## src/rtl/p5m_cfg.svh

```systemverilog
// constants for the pin 5 output source multiplexer
//
// Contract
// - 8-bit control at 0x15, resets 0x00
// - source bits 4:2, 000-011 pick receive port
// - source 100 status, 110 transmit, others reserved
// - port select 000-011 drive forwarded pins 0-3
// - port select 100 lock, 101 pass
// - port select 110 frame valid, 111 line valid
// - status select 000 drives stored level bit
// - status select 001 ORs enabled port locks
// - status select 010 ANDs enabled port locks
// - status select 011 ANDs enabled port passes
// - transmit 000 ANDs, 001 ORs selected passes
// - transmit 010 frame active, 011 line active
// - transmit select 100 shows ports synchronized
// - transmit 101 interrupt, 110-111 reserved
// - bit 1 holds software output level
// - bit 0 enables the output driver
`ifndef P5M_CFG_SVH
`define P5M_CFG_SVH

// ----------------------------------------------------------------
// register map
// ----------------------------------------------------------------
`define P5M_CTRL_OFFSET 8'h15
`define P5M_STATUS_OFFSET 8'hF5
`define P5M_CTRL_RESET 8'h00
`define P5M_RDATA_RESET 8'h00

// ----------------------------------------------------------------
// control field positions
// ----------------------------------------------------------------
`define P5M_SEL_MSB 7
`define P5M_SEL_LSB 5
`define P5M_SRC_MSB 4
`define P5M_SRC_LSB 2
`define P5M_LEVEL_BIT 1
`define P5M_EN_BIT 0

// ----------------------------------------------------------------
// status field positions
// ----------------------------------------------------------------
`define P5M_ST_PIN_BIT 0
`define P5M_ST_OE_BIT 1
`define P5M_ST_RSVD_BIT 2

// ----------------------------------------------------------------
// source codes
// ----------------------------------------------------------------
`define P5M_SRC_STATUS 3'h4
`define P5M_SRC_RSVD_A 3'h5
`define P5M_SRC_TX 3'h6
`define P5M_SRC_RSVD_B 3'h7

// ----------------------------------------------------------------
// select codes, device status source
// ----------------------------------------------------------------
`define P5M_DEV_LEVEL 3'h0
`define P5M_DEV_LOCK_OR 3'h1
`define P5M_DEV_LOCK_AND 3'h2
`define P5M_DEV_PASS_AND 3'h3
`define P5M_DEV_FSYNC 3'h4

// ----------------------------------------------------------------
// select codes, transmit source
// ----------------------------------------------------------------
`define P5M_TX_PASS_AND 3'h0
`define P5M_TX_PASS_OR 3'h1
`define P5M_TX_FRAME 3'h2
`define P5M_TX_LINE 3'h3
`define P5M_TX_SYNCED 3'h4
`define P5M_TX_IRQ 3'h5

`endif

```

## src/rtl/p5m_pkg.sv

```systemverilog
// types shared by the pin 5 output source multiplexer
package p5m_pkg;

    typedef logic [7:0] p5m_byte_t;
    typedef logic [2:0] p5m_code_t;
    typedef logic [3:0] p5m_port_vec_t;
    // forwarded remote pins: [port][pin]
    typedef logic [3:0][3:0] p5m_fwd_t;

    typedef struct packed {
        p5m_byte_t ctrl;
        p5m_byte_t rdata;
        logic pin_level;
        logic pin_oe;
    } p5m_state_t;

endpackage

```

## src/rtl/p5m_top.sv

```systemverilog
// pin 5 output control register and output source multiplexer
//
// The strobed register port was left to the implementer.
`timescale 1ns/10ps
`default_nettype none
`include "p5m_cfg.svh"

module p5m_top (
    // clock, reset, enable
    input wire logic clk_i,
    input wire logic resetn_i,
    input wire logic ce_i,
    // register port
    input wire p5m_pkg::p5m_byte_t reg_addr_i,
    input wire p5m_pkg::p5m_byte_t reg_wdata_i,
    input wire logic reg_wr_i,
    input wire logic reg_rd_i,
    output var p5m_pkg::p5m_byte_t reg_rdata_o,
    // receive port status
    input wire p5m_pkg::p5m_fwd_t rx_fwd_pin_i,
    input wire p5m_pkg::p5m_port_vec_t rx_lock_i,
    input wire p5m_pkg::p5m_port_vec_t rx_pass_i,
    input wire p5m_pkg::p5m_port_vec_t rx_frame_valid_i,
    input wire p5m_pkg::p5m_port_vec_t rx_line_valid_i,
    input wire p5m_pkg::p5m_port_vec_t rx_port_en_i,
    input wire p5m_pkg::p5m_port_vec_t rx_port_fwd_sel_i,
    // device and transmit status
    input wire logic frame_sync_i,
    input wire logic tx_frame_active_i,
    input wire logic tx_line_active_i,
    input wire logic tx_synced_i,
    input wire logic tx_irq_i,
    // pin
    output var logic pin5_o,
    output var logic pin5_oe_o
);
    import p5m_pkg::*;

    // ----------------------------------------------------------------
    // decode helpers
    // ----------------------------------------------------------------

    // an empty set of ports reads as low, so a pin watching an
    // unconfigured hub never claims everything is locked
    function automatic logic and_over(
        input p5m_port_vec_t vals,
        input p5m_port_vec_t mask
    );
        and_over = (|mask) & (&(vals | ~mask));
    endfunction

    function automatic logic or_over(
        input p5m_port_vec_t vals,
        input p5m_port_vec_t mask
    );
        or_over = |(vals & mask);
    endfunction

    function automatic logic is_rx_src(input p5m_code_t src);
        is_rx_src = (src[2] == 1'b0);
    endfunction

    // true when the source and select pair has no defined meaning
    function automatic logic is_reserved(
        input p5m_code_t src,
        input p5m_code_t sel
    );
        logic rsvd;
        rsvd = 1'b0;
        if (src == `P5M_SRC_RSVD_A || src == `P5M_SRC_RSVD_B) begin
            rsvd = 1'b1;
        end else if (src == `P5M_SRC_STATUS) begin
            rsvd = (sel > `P5M_DEV_FSYNC);
        end else if (src == `P5M_SRC_TX) begin
            rsvd = (sel > `P5M_TX_IRQ);
        end
        is_reserved = rsvd;
    endfunction

    // ----------------------------------------------------------------
    // state
    // ----------------------------------------------------------------
    p5m_state_t s_r;
    p5m_state_t s_nxt;

    // ----------------------------------------------------------------
    // per-port candidate signals
    // ----------------------------------------------------------------

    // index is the select code when a receive port is the source
    logic [3:0][7:0] port_cand;

    genvar gp;
    generate
        for (gp = 0; gp < 4; gp++) begin : g_port
            assign port_cand[gp] = {
                rx_line_valid_i[gp],
                rx_frame_valid_i[gp],
                rx_pass_i[gp],
                rx_lock_i[gp],
                rx_fwd_pin_i[gp]
            };
        end
    endgenerate

    // ----------------------------------------------------------------
    // source multiplexer
    // ----------------------------------------------------------------
    p5m_byte_t ctrl_next;
    p5m_code_t src_code;
    p5m_code_t sel_code;
    logic rx_level;
    logic dev_level;
    logic tx_level;
    logic mux_level;
    logic drv_en;
    logic rsvd_sel;

    always_comb begin
        // the pin follows the control value written this cycle, so the
        // pin changes on the same edge that stores the write
        ctrl_next = s_r.ctrl;
        if (reg_wr_i && reg_addr_i == `P5M_CTRL_OFFSET) begin
            ctrl_next = reg_wdata_i;
        end
        src_code = ctrl_next[`P5M_SRC_MSB:`P5M_SRC_LSB];
        sel_code = ctrl_next[`P5M_SEL_MSB:`P5M_SEL_LSB];
        drv_en = ctrl_next[`P5M_EN_BIT];
        rsvd_sel = is_reserved(src_code, sel_code);

        rx_level = port_cand[src_code[1:0]][sel_code];

        case (sel_code)
            `P5M_DEV_LEVEL: begin
                dev_level = ctrl_next[`P5M_LEVEL_BIT];
            end
            `P5M_DEV_LOCK_OR: begin
                dev_level = or_over(rx_lock_i, rx_port_en_i);
            end
            `P5M_DEV_LOCK_AND: begin
                dev_level = and_over(rx_lock_i, rx_port_en_i);
            end
            `P5M_DEV_PASS_AND: begin
                dev_level = and_over(rx_pass_i, rx_port_en_i);
            end
            `P5M_DEV_FSYNC: begin
                dev_level = frame_sync_i;
            end
            default: begin
                dev_level = 1'b0;
            end
        endcase

        case (sel_code)
            `P5M_TX_PASS_AND: begin
                tx_level = and_over(rx_pass_i, rx_port_fwd_sel_i);
            end
            `P5M_TX_PASS_OR: begin
                tx_level = or_over(rx_pass_i, rx_port_fwd_sel_i);
            end
            `P5M_TX_FRAME: begin
                tx_level = tx_frame_active_i;
            end
            `P5M_TX_LINE: begin
                tx_level = tx_line_active_i;
            end
            `P5M_TX_SYNCED: begin
                tx_level = tx_synced_i;
            end
            `P5M_TX_IRQ: begin
                tx_level = tx_irq_i;
            end
            default: begin
                tx_level = 1'b0;
            end
        endcase

        if (is_rx_src(src_code)) begin
            mux_level = rx_level;
        end else if (src_code == `P5M_SRC_STATUS) begin
            mux_level = dev_level;
        end else if (src_code == `P5M_SRC_TX) begin
            mux_level = tx_level;
        end else begin
            mux_level = 1'b0;
        end
    end

    // ----------------------------------------------------------------
    // next state
    // ----------------------------------------------------------------
    always_comb begin
        s_nxt = s_r;
        if (ce_i) begin
            s_nxt.ctrl = ctrl_next;
            // read data stand for one cycle only
            s_nxt.rdata = `P5M_RDATA_RESET;
            if (reg_rd_i) begin
                if (reg_addr_i == `P5M_CTRL_OFFSET) begin
                    s_nxt.rdata = s_r.ctrl;
                end else if (reg_addr_i == `P5M_STATUS_OFFSET) begin
                    s_nxt.rdata[`P5M_ST_PIN_BIT] = s_r.pin_level;
                    s_nxt.rdata[`P5M_ST_OE_BIT] = s_r.pin_oe;
                    s_nxt.rdata[`P5M_ST_RSVD_BIT] =
                        is_reserved(s_r.ctrl[`P5M_SRC_MSB:`P5M_SRC_LSB],
                                    s_r.ctrl[`P5M_SEL_MSB:`P5M_SEL_LSB]);
                end
            end
            // a disabled driver leaves the level low as well
            s_nxt.pin_oe = drv_en;
            s_nxt.pin_level = drv_en & ~rsvd_sel & mux_level;
        end
    end

    // ----------------------------------------------------------------
    // state register
    // ----------------------------------------------------------------
    always_ff @(posedge clk_i or negedge resetn_i) begin
        if (!resetn_i) begin
            s_r.ctrl <= `P5M_CTRL_RESET;
            s_r.rdata <= `P5M_RDATA_RESET;
            s_r.pin_level <= 1'b0;
            s_r.pin_oe <= 1'b0;
        end else begin
            s_r <= s_nxt;
        end
    end

    // ----------------------------------------------------------------
    // outputs
    // ----------------------------------------------------------------
    assign reg_rdata_o = s_r.rdata;
    assign pin5_o = s_r.pin_level;
    assign pin5_oe_o = s_r.pin_oe;

endmodule // p5m_top

`default_nettype wire

```

## config.mk

```make
export PLATFORM = sky130hd
export DESIGN_NAME = p5m_top
export DESIGN_NICKNAME = d
export VERILOG_FILES = /design/src/rtl/p5m_pkg.sv /design/src/rtl/p5m_top.sv
export VERILOG_INCLUDE_DIRS = /design/src /design/src/rtl
export SDC_FILE = /design/constraint.sdc
export NUM_CORES = 1
export LEC_CHECK = 0
export BUFFER_PORTS_ARGS = -buffer_cell sky130_fd_sc_hd__buf_4
export CORE_UTILIZATION = 42
export CTS_CLUSTER_DIAMETER = 120
export DETAILED_ROUTE_END_ITERATION = 8
export PLACE_DENSITY = 0.73
export RECOVER_POWER = 100
export SETUP_SLACK_MARGIN = 0.4
export SYNTH_ARGS = -nofsm -noshare
export SYNTH_HDL_FRONTEND = slang
export SYNTH_SLANG_ARGS = --single-unit
```

## constraint.sdc

```tcl
create_clock -name clk_i -period 2.3 [get_ports clk_i]
set_input_delay 0.46 -clock clk_i [delete_from_list [all_inputs] [get_ports clk_i]]
set_output_delay 0.46 -clock clk_i [all_outputs]
set_load 0.005 [all_outputs]
```

==> flow_metrics.tcl, run 1 <==
set metrics [dict create \
    ir_worst_vdd_uv 180.6 \
    die_h_um 66.65 \
    grt_pass1_vias 2042 \
    synth-seq-area-share 0.2423 \
    layout_min_cycle_time_ps 2224 \
    clock_latency_ps 250 \
    cp-endpoint "pin5_o$_DFFE_PN0P_" \
    place_congestion 0.8396 \
    final_common_cell "buf_4" \
    routed_wl_um 5547 \
    synth_fp_nets 286 \
    syn_avg_cell_area_um2 7.979 \
    firstDrtPassIters 4 \
    final_area_um2 2690 \
    area_growth_pct 53.24 \
    layout_common_cells "buf_4, nand2_1, dfrtp_1" \
    ant_nets 0 \
    start_util 0.4388 \
    fin_total_pwr_mw 1.073 \
    r2r_setup_slack_ps 300 \
    r2r_end "pin5_o$_DFFE_PN0P_" \
    ctsRootBufferMaster "clkbuf_8" \
    vias 2112 \
    clkSinkCount 17 \
    io_pins 76 \
    fin_ws_ps 75.55 \
    start_kind "input port" \
    clockBufferDepth 2 \
    rr_worst_depth 6 \
    synth_edf_count 0 \
    final_util 0.6725 \
    tightest_slew_ps 910.3 \
    drt_iter0_drc 134 \
    grt_max_degree 24 \
    arrival_ps 2390 \
    clkTransAtPathRegs_ps 60 \
    synthFlopType "dfrtp_1" \
    slew_headroom 0.3931 \
    yosys_warnings 0 \
    numCtsBuffers 3 \
    startpoint "reg_addr_i[1]" \
    crit_required_ps 2470 \
    cts_tree "yes" \
    io_buffer_count 75 \
    hpwl_um 4344 \
    syn_area_um2 1755 \
    grt-ovfl-total 0 \
    finClkSkew_ps 2.658 \
    core_area_um2 4000 \
    htreeDepth 1 \
    synthDistinctLibCells 48 \
    clock.fmax_mhz 449.6 \
    min_period_over_period 0.9672 \
    wl_per_cell_um 15.16 \
    via_per_inst 5.770 \
    crit_fanout 5 \
    drv_slew 0 \
    dp.cells 356 \
    maxCapViolations 0 \
    end_kind "register" \
    final_net_count 383 \
    dieWidth_um 66.65 \
    grt_pass1_wl_um 9018 \
    grt_use_total 0.2618 \
    placementRows 23 \
    hold_class "input port to async pin" \
    r2r_start "s_r[15]$_DFFE_PN0P_" \
    synth.top_cell.area_share 0.2423 \
    antenna_cells 0 \
    syn_inst 220 \
    synth-seq-cells 17 \
    placed_cell_area_um2 2506 \
    rsz0062_at_grt "yes" \
    final-hold-violation-count 0 \
    dieArea_um2 4442 \
    layout-drive-gt1-share 0.4304 \
    antenna_found_initial 0 \
    finalSetupViolCount 0 \
    status "completed" \
    critical_path_class "input port to register" \
    synthTopCellsByArea "dfrtp_1, a211oi_1, mux2i_1" \
    leakage_nw 1.215 \
    pre_cts_ws_ps -317.6 \
    yosys.area.top_type "dfrtp_1" \
    drc_errors 0 \
    power.density_nw_per_um2 398.7 \
    async_reset_ff_frac 1.000 \
    final_cells 366 \
]
[sequential cells by signal (all words and copies together), names as in the netlist]
signal / count
pin5_o: 1
reg_rdata_o: 8
s_r: 8
[cell type report]
| type | instances | area (um^2) |
|---|---|---|
| fill | 352 | 1310 |
| multi-input combinational | 170 | 1260 |
| timing repair buffer | 112 | 848.3 |
| sequential | 17 | 425.4 |
| tap | 50 | 62.56 |
| inverter | 13 | 48.80 |
| clock buffer | 4 | 45.04 |
[where the power goes]
| group | switching, mW | total, mW | internal (mW) |
|---|---|---|---|
| sequential | 0.0247 | 0.341 | 0.316 |
| clock | 0.0996 | 0.223 | 0.123 |
| combinational | 0.236 | 0.509 | 0.273 |
| total | 0.360 | 1.07 | 0.712 |
[repair_timing]
item	CTS	global route
setup buffers	2	4
hold endpoints to repair	0	0
pin swaps	8	9
endpoints found under the setup margin	2	2
resized for setup	9	17
hold buffers	0	0
[routing by layer]
| metal | share of wire | up-vias | global-route usage |
|---|---|---|---|
| met2 | 0.51 | 77 | 0.4760 |
| met4 | 0.015 | 0 | 0.08245 |
| met5 | 0 | - | 0 |
| met1 | 0.43 | 1003 | 0.3244 |
| met3 | 0.039 | 7 | 0.01541 |
| li1 | - | 1025 | - |
[cell families after synthesis]
logic type | count (synthesis) | synth area share
AOI/OAI and AO/OA | 81 | 0.3307
and+or+nand+nor | 74 | 0.2395
buffers and inverters | 33 | 0.09551
DFF | 17 | 0.2423
muxes | 15 | 0.09194
[worst min-delay path by stage]
stage	end	slack [ps]	cells past startpoint
after floorplan	pin5_o$_DFFE_PN0P_	160	0
after global placement	reg_rdata_o[7]$_DFFE_PN0P_	330	1
after detailed placement	reg_rdata_o[1]$_DFFE_PN0P_	340	1
after CTS	pin5_o$_DFFE_PN0P_	60	1
after global routing	reg_rdata_o[2]$_DFFE_PN0P_	390	1
final	reg_rdata_o[5]$_DFFE_PN0P_	310	1
[stage by stage]
step                hold slack [ps]  setup TNS, ps
floorplan                     164.4              0
global placement              334.6         -283.6
detailed placement            339.3         -317.6
CTS                           62.60              0
global route                  388.4              0
finish                        313.0              0
[synth_stat cells, drive strengths merged (4+ instances only)]
| cell type | count |
|---|---|
| a22oi | 5 |
| nor2 | 15 |
| mux2i | 9 |
| mux2 | 6 |
| nand4 | 8 |
| o21ai | 13 |
| a31oi | 5 |
| a21oi | 13 |
| a211oi | 12 |
| inv | 13 |
| buf | 13 |
| nand3b | 4 |
| nand2 | 17 |
| clkbuf | 7 |
| nand2b | 9 |
| dfrtp | 17 |
| a21boi | 10 |
[worst max-delay path, cell delays in order]
cell      delay (ps)
clkbuf_4         110
or4b_4           570
buf_4            170
o31ai_2          180
buf_4            160
and2_4           170
nand2_1           60
o221ai_1         210
a31oi_1          120
a41oi_1          180
(Power assumes the default switching activity.)
==> inputs of run 2 (changes only) <==
--- a/config.mk
+++ b/config.mk
@@ -7,10 +7,10 @@
 export NUM_CORES = 1
 export LEC_CHECK = 0
 export BUFFER_PORTS_ARGS = -buffer_cell sky130_fd_sc_hd__buf_4
-export CORE_UTILIZATION = 42
+export CORE_UTILIZATION = 30
 export CTS_CLUSTER_DIAMETER = 120
 export DETAILED_ROUTE_END_ITERATION = 8
-export PLACE_DENSITY = 0.73
+export PLACE_DENSITY = 0.56
 export RECOVER_POWER = 100
 export SETUP_SLACK_MARGIN = 0.4
 export SYNTH_ARGS = -nofsm -noshare
==> run 2 against run 1 <==
Against the previous run: non-clock buffer count fell by 5; wire length rose by 4.5%; flip-flop and latch count did not move; register-to-register slack improved by 80 ps; critical path depth rose by 2; final area rose by 0.84%; fmax rose by 3.1%; worst setup slack improved by 67 ps; via count fell by 5.4%.
==> flow_metrics.tcl, run 2 (same netlist as run 1, synthesis figures left out) <==
set metrics [dict create \
    status "completed" \
    end_kind "register" \
    grt_pass1_vias 1930 \
    arrival_ps 2330 \
    hold_class "input port to async pin" \
    antenna_cells 0 \
    layout_common_cells "buf_4, dfrtp_1, nand2_1" \
    finalSetupViolCount 0 \
    placementRows 27 \
    min_period_over_period 0.9379 \
    clkSinkCount 17 \
    final_common_cell "buf_4" \
    dieArea_um2 6161 \
    vias 1999 \
    area_growth_pct 54.53 \
    rsz0062_at_grt "yes" \
    final_net_count 378 \
    maxCapViolations 0 \
    grt-ovfl-total 0 \
    leakage_nw 1.193 \
    hpwl_um 4711 \
    start_util 0.3149 \
    hold_slack_ps 309.7 \
    antenna_found_initial 0 \
    crit_required_ps 2470 \
    slew_headroom 0.4039 \
    ctsRootBufferMaster "clkbuf_8" \
    ctsHoldBuffers 0 \
    via_per_inst 5.219 \
    cts_tree "yes" \
    htreeDepth 1 \
    die_h_um 78.50 \
    clkTransAtPathRegs_ps 70 \
    numCtsBuffers 3 \
    grt_max_degree 24 \
    tightest_slew_ps 894.2 \
    finClkSkew_ps 2.520 \
    place_congestion 0.8607 \
    grt_use_total 0.1891 \
    critical_path_class "input port to register" \
    final-hold-violation-count 0 \
    io_pins 76 \
    firstDrtPassIters 4 \
    drv_slew 0 \
    clockBufferDepth 2 \
    wl_per_cell_um 15.14 \
    routed_wl_um 5797 \
    drt_iter0_drc 82 \
    start_kind "input port" \
    layout_min_cycle_time_ps 2157 \
    core_area_um2 5574 \
    final_cells 383 \
    ir_worst_vdd_uv 186.7 \
    clock.fmax_mhz 463.6 \
    crit_fanout 8 \
    dp.cells 378 \
    final_util 0.4866 \
    drc_errors 0 \
    grt_pass1_wl_um 9363 \
    io_buffer_count 75 \
    layout-drive-gt1-share 0.4437 \
    dieWidth_um 78.50 \
    clock_latency_ps 250 \
    ant_nets 0 \
    power.density_nw_per_um2 390.5 \
]
## run 2: changes by cell type in the layout (fill, tap and decap cells not counted), sizes merged
cell    delta
clkinv     +1
buf        -3
clkbuf     -3
## run 2: final timing paths
kind                                       startpoint                          to  slack (ps)  depth (start not counted)
max reg2reg                       s_r[15]$_DFFE_PN0P_          pin5_o$_DFFE_PN0P_         380                          6
max                                     reg_addr_i[1]          pin5_o$_DFFE_PN0P_         140                         12
min in group clk_i                     reg_wdata_i[0]         s_r[10]$_DFFE_PN0P_         450                          2
min reg2reg                reg_rdata_o[4]$_DFFE_PN0P_  reg_rdata_o[4]$_DFFE_PN0P_         520                          2
max in group asynchronous                    resetn_i  reg_rdata_o[6]$_DFFE_PN0P_        1440                          1
min                                          resetn_i  reg_rdata_o[5]$_DFFE_PN0P_         310                          1
## run 2: power breakdown
| group | internal (mW) | switching (mW) |
|---|---|---|
| Combinational | 0.263 | 0.234 |
| Clock | 0.120 | 0.0982 |
| Sequential | 0.316 | 0.0274 |
## run 2: area by class of cell
cell class	instances	area, um^2
clock buffers	3	41.29
clock inverters	1	5.005
fillers	569	2861
inverters	13	48.80
multi-input cells	170	1280
flip-flops and latches	17	425.4
well taps	72	90.09
repair buffers	107	822.0
## run 2: per-layer routing
| layer | share of wire | vias to the layer above | global-route usage |
|---|---|---|---|
| met5 | 0 | - | 0 |
| met4 | 0.0050 | 0 | 0.03333 |
| met3 | 0.029 | 4 | 0.01279 |
| met2 | 0.49 | 48 | 0.3070 |
| met1 | 0.48 | 933 | 0.2752 |
| li1 | - | 1014 | - |
## run 2: timing repair
item | 4_1_cts | 5_1_grt
gates resized for setup | 17 | 17
hold endpoints to repair | 0 | 0
pin swaps | 11 | 5
buffers inserted | 1 | 0
setup endpoints to repair | 2 | 2
## run 2: worst max-delay path, cell delays in order
cell and delay, ps:
buf_4 120, buf_4 130, nor4b_4 200, buf_4 170, nand3_2 100, buf_6 160
buf_4 140, nand3b_1 140, nand2_2 90, a221oi_2 270, nand4_1 160, a41oi_2 180
## run 2: per-stage QoR
step / cell area (um^2) / power [mW] / TNS (ps) / setup WS (ps)
4_1_cts: 2648 / 1.038 / 0 / 112.1
6_report: 2713 / 1.059 / 0 / 142.8
3_5_place_dp: 2534 / 0.7928 / -355.4 / -355.4
2_1_floorplan: 1770 / 0.5726 / 0 / 53.74
3_3_place_gp: 2534 / 0.7897 / -296.4 / -296.4
5_1_grt: 2713 / 1.123 / 0 / 46.98
==> inputs of run 3 (changes only) <==
--- a/config.mk
+++ b/config.mk
@@ -7,6 +7,7 @@
 export NUM_CORES = 1
 export LEC_CHECK = 0
 export BUFFER_PORTS_ARGS = -buffer_cell sky130_fd_sc_hd__buf_4
+export CORE_MARGIN = 3
 export CORE_UTILIZATION = 30
 export CTS_CLUSTER_DIAMETER = 120
 export DETAILED_ROUTE_END_ITERATION = 8
==> run 3 against run 2 <==
Against the previous run: clock skew down 2.1 ps; utilization down 0.81 points; sequential power about the same; first-iteration DRC count down 34%; flip-flop and latch count unchanged; count of clock-buffer cells in the layout up 1; worst setup slack worse by 130 ps; cell count up 1.6%; largest cell class unchanged; highest routed layer unchanged.
==> flow_metrics.tcl, run 3 (same netlist as run 1, synthesis figures left out) <==
set metrics [dict create \
    status "completed" \
    p_int_mw 0.7015 \
    cp_common_cell "buf_6" \
    arrival_ps 2410 \
    grt_max_degree 24 \
    multi_input_area_um2 1194 \
    p_switching_mw 0.3460 \
    cts_tree "yes" \
    seq_area_um2 425.4 \
    fin_total_pwr_mw 1.048 \
    cpLargestDelayFamily "compound AO/OA/AOI/OAI gates" \
    area_growth_pct 51.96 \
    dieArea_um2 6805 \
    crit_path_top_delay_cell "or4b_4" \
    startpoint "reg_addr_i[1]" \
    r2r_start "s_r[15]$_DFFE_PN0P_" \
    finalSetupTns_ps 0 \
    layout_common_cells "buf_4, nand2_1, dfrtp_1" \
    vias 2053 \
    htreeDepth 1 \
    crit_chain "buf_6 > or4b_4 > buf_6 > o311a_1 > o21a_1 > a2111oi_4 > o221ai_1 > a31oi_1 > a41oi_1" \
    drv_slew 0 \
    grt_pass1_wl_um 9453 \
    ctsRootBufferMaster "clkbuf_8" \
    end_kind "register" \
    final-hold-violation-count 0 \
    place_congestion 0.8193 \
    dieWidth_um 82.50 \
    layout-drive-gt1-share 0.4038 \
    core_area_um2 5574 \
    maxCapViolations 0 \
    crit_fanout 4 \
    layout_min_cycle_time_ps 2286 \
    start_util 0.3149 \
    final_area_um2 2668 \
    via_per_inst 5.278 \
    placed_cell_area_um2 2599 \
    r2r_end "pin5_o$_DFFE_PN0P_" \
    drt_iter0_drc 54 \
    min_period_over_period 0.9939 \
    ir_worst_vdd_uv 225.7 \
    combPwrFrac 0.462 \
    drc_errors 0 \
    hold_class "input port to async pin" \
    power.density_nw_per_um2 392.7 \
    io_pins 76 \
    leakage_nw 1.205 \
    slew_headroom 0.3721 \
    clkTransAtPathRegs_ps 60 \
    fillers 590 \
    io_buffer_count 75 \
    finalSetupViolCount 0 \
    grt-ovfl-total 0 \
    grt_pass1_vias 1962 \
    pwr-share-clk 0.211 \
    critical_path_class "input port to register" \
    antenna_found_initial 0 \
    grt_use_total 0.1769 \
    hpwl_um 4934 \
    crit_required_ps 2420 \
    cts_setup_buffers 0 \
    numCtsBuffers 3 \
    antenna_cells 0 \
    clock.fmax_mhz 437.4 \
    finClkSkew_ps 0.3793 \
    final_common_cell "buf_4" \
    placementRows 27 \
    pwr-share-seq 0.326 \
    clockBufferDepth 2 \
    wl_per_cell_um 15.37 \
    rr_worst_depth 7 \
    tightest_slew_ps 941.8 \
    firstDrtPassIters 4 \
    die_h_um 82.50 \
    final_net_count 384 \
    clock_latency_ps 250 \
    rsz0062_at_grt "yes" \
    routed_wl_um 5980 \
    start_kind "input port" \
    cpPeakStageDelay_ps 560 \
    switching_share 0.3303 \
    clkSinkCount 17 \
    cp_num_buf_inv 2 \
    r2r_setup_slack_ps 350 \
    hold_slack_ps 332.3 \
    ant_nets 0 \
]
[run 3: power by group through the flow]
stage          clock, mW  combinational (mW)  sequential, mW
2_1_floorplan          0               0.237           0.336
3_3_place_gp           0               0.467           0.347
3_5_place_dp           0               0.472           0.347
4_1_cts            0.227               0.480           0.342
5_1_grt            0.241               0.534           0.345
6_report           0.221               0.484           0.342
[run 3: worst max-delay path by stage]
stage | end | depth (start not counted)
detailed placement | pin5_o$_DFFE_PN0P_ | 8
global route | pin5_o$_DFFE_PN0P_ | 9
floorplan | pin5_o$_DFFE_PN0P_ | 8
global placement | pin5_o$_DFFE_PN0P_ | 8
CTS | pin5_o$_DFFE_PN0P_ | 9
finish | pin5_o$_DFFE_PN0P_ | 9
[run 3: per-stage QoR]
stage,std cells,worst slack [ps],util
finish,389,13.93,0.4786
global route,389,-70.92,0.4786
CTS,389,31.24,0.4788
detailed placement,385,-346.7,0.4662
global placement,385,-314.7,0.4662
floorplan,220,53.74,-
[run 3: what timing repair did]
| item | 4_1_cts | 5_1_grt |
|---|---|---|
| hold buffers | 0 | 0 |
| resized for setup | 5 | 6 |
| gates cloned | 0 | 0 |
| pin swaps | 0 | 0 |
| endpoints found under the setup margin | 1 | 7 |
[run 3: worst register-to-register path: cells and delay by family, from the launching register on]
kind | cells | cell delay (ps)
buffers and inverters | 1 | 190
AOI/OAI and AO/OA | 6 | 1200
DFF | 1 | 490
[run 3: routing by layer]
| layer | share of wire | GRT usage |
|---|---|---|
| met1 | 0.45 | 0.2431 |
| met3 | 0.044 | 0.01627 |
| met4 | 0.0020 | 0.02451 |
| met2 | 0.50 | 0.3069 |
| met5 | 0 | 0 |
[run 3: cell type report]
| class | instances | share of cell area |
|---|---|---|
| multi-input combinational | 170 | 0.4475 |
| timing repair buffer | 113 | 0.3241 |
| sequential | 17 | 0.1595 |
| tap | 72 | 0.03377 |
| inverter | 13 | 0.01829 |
| clock buffer | 4 | 0.01689 |
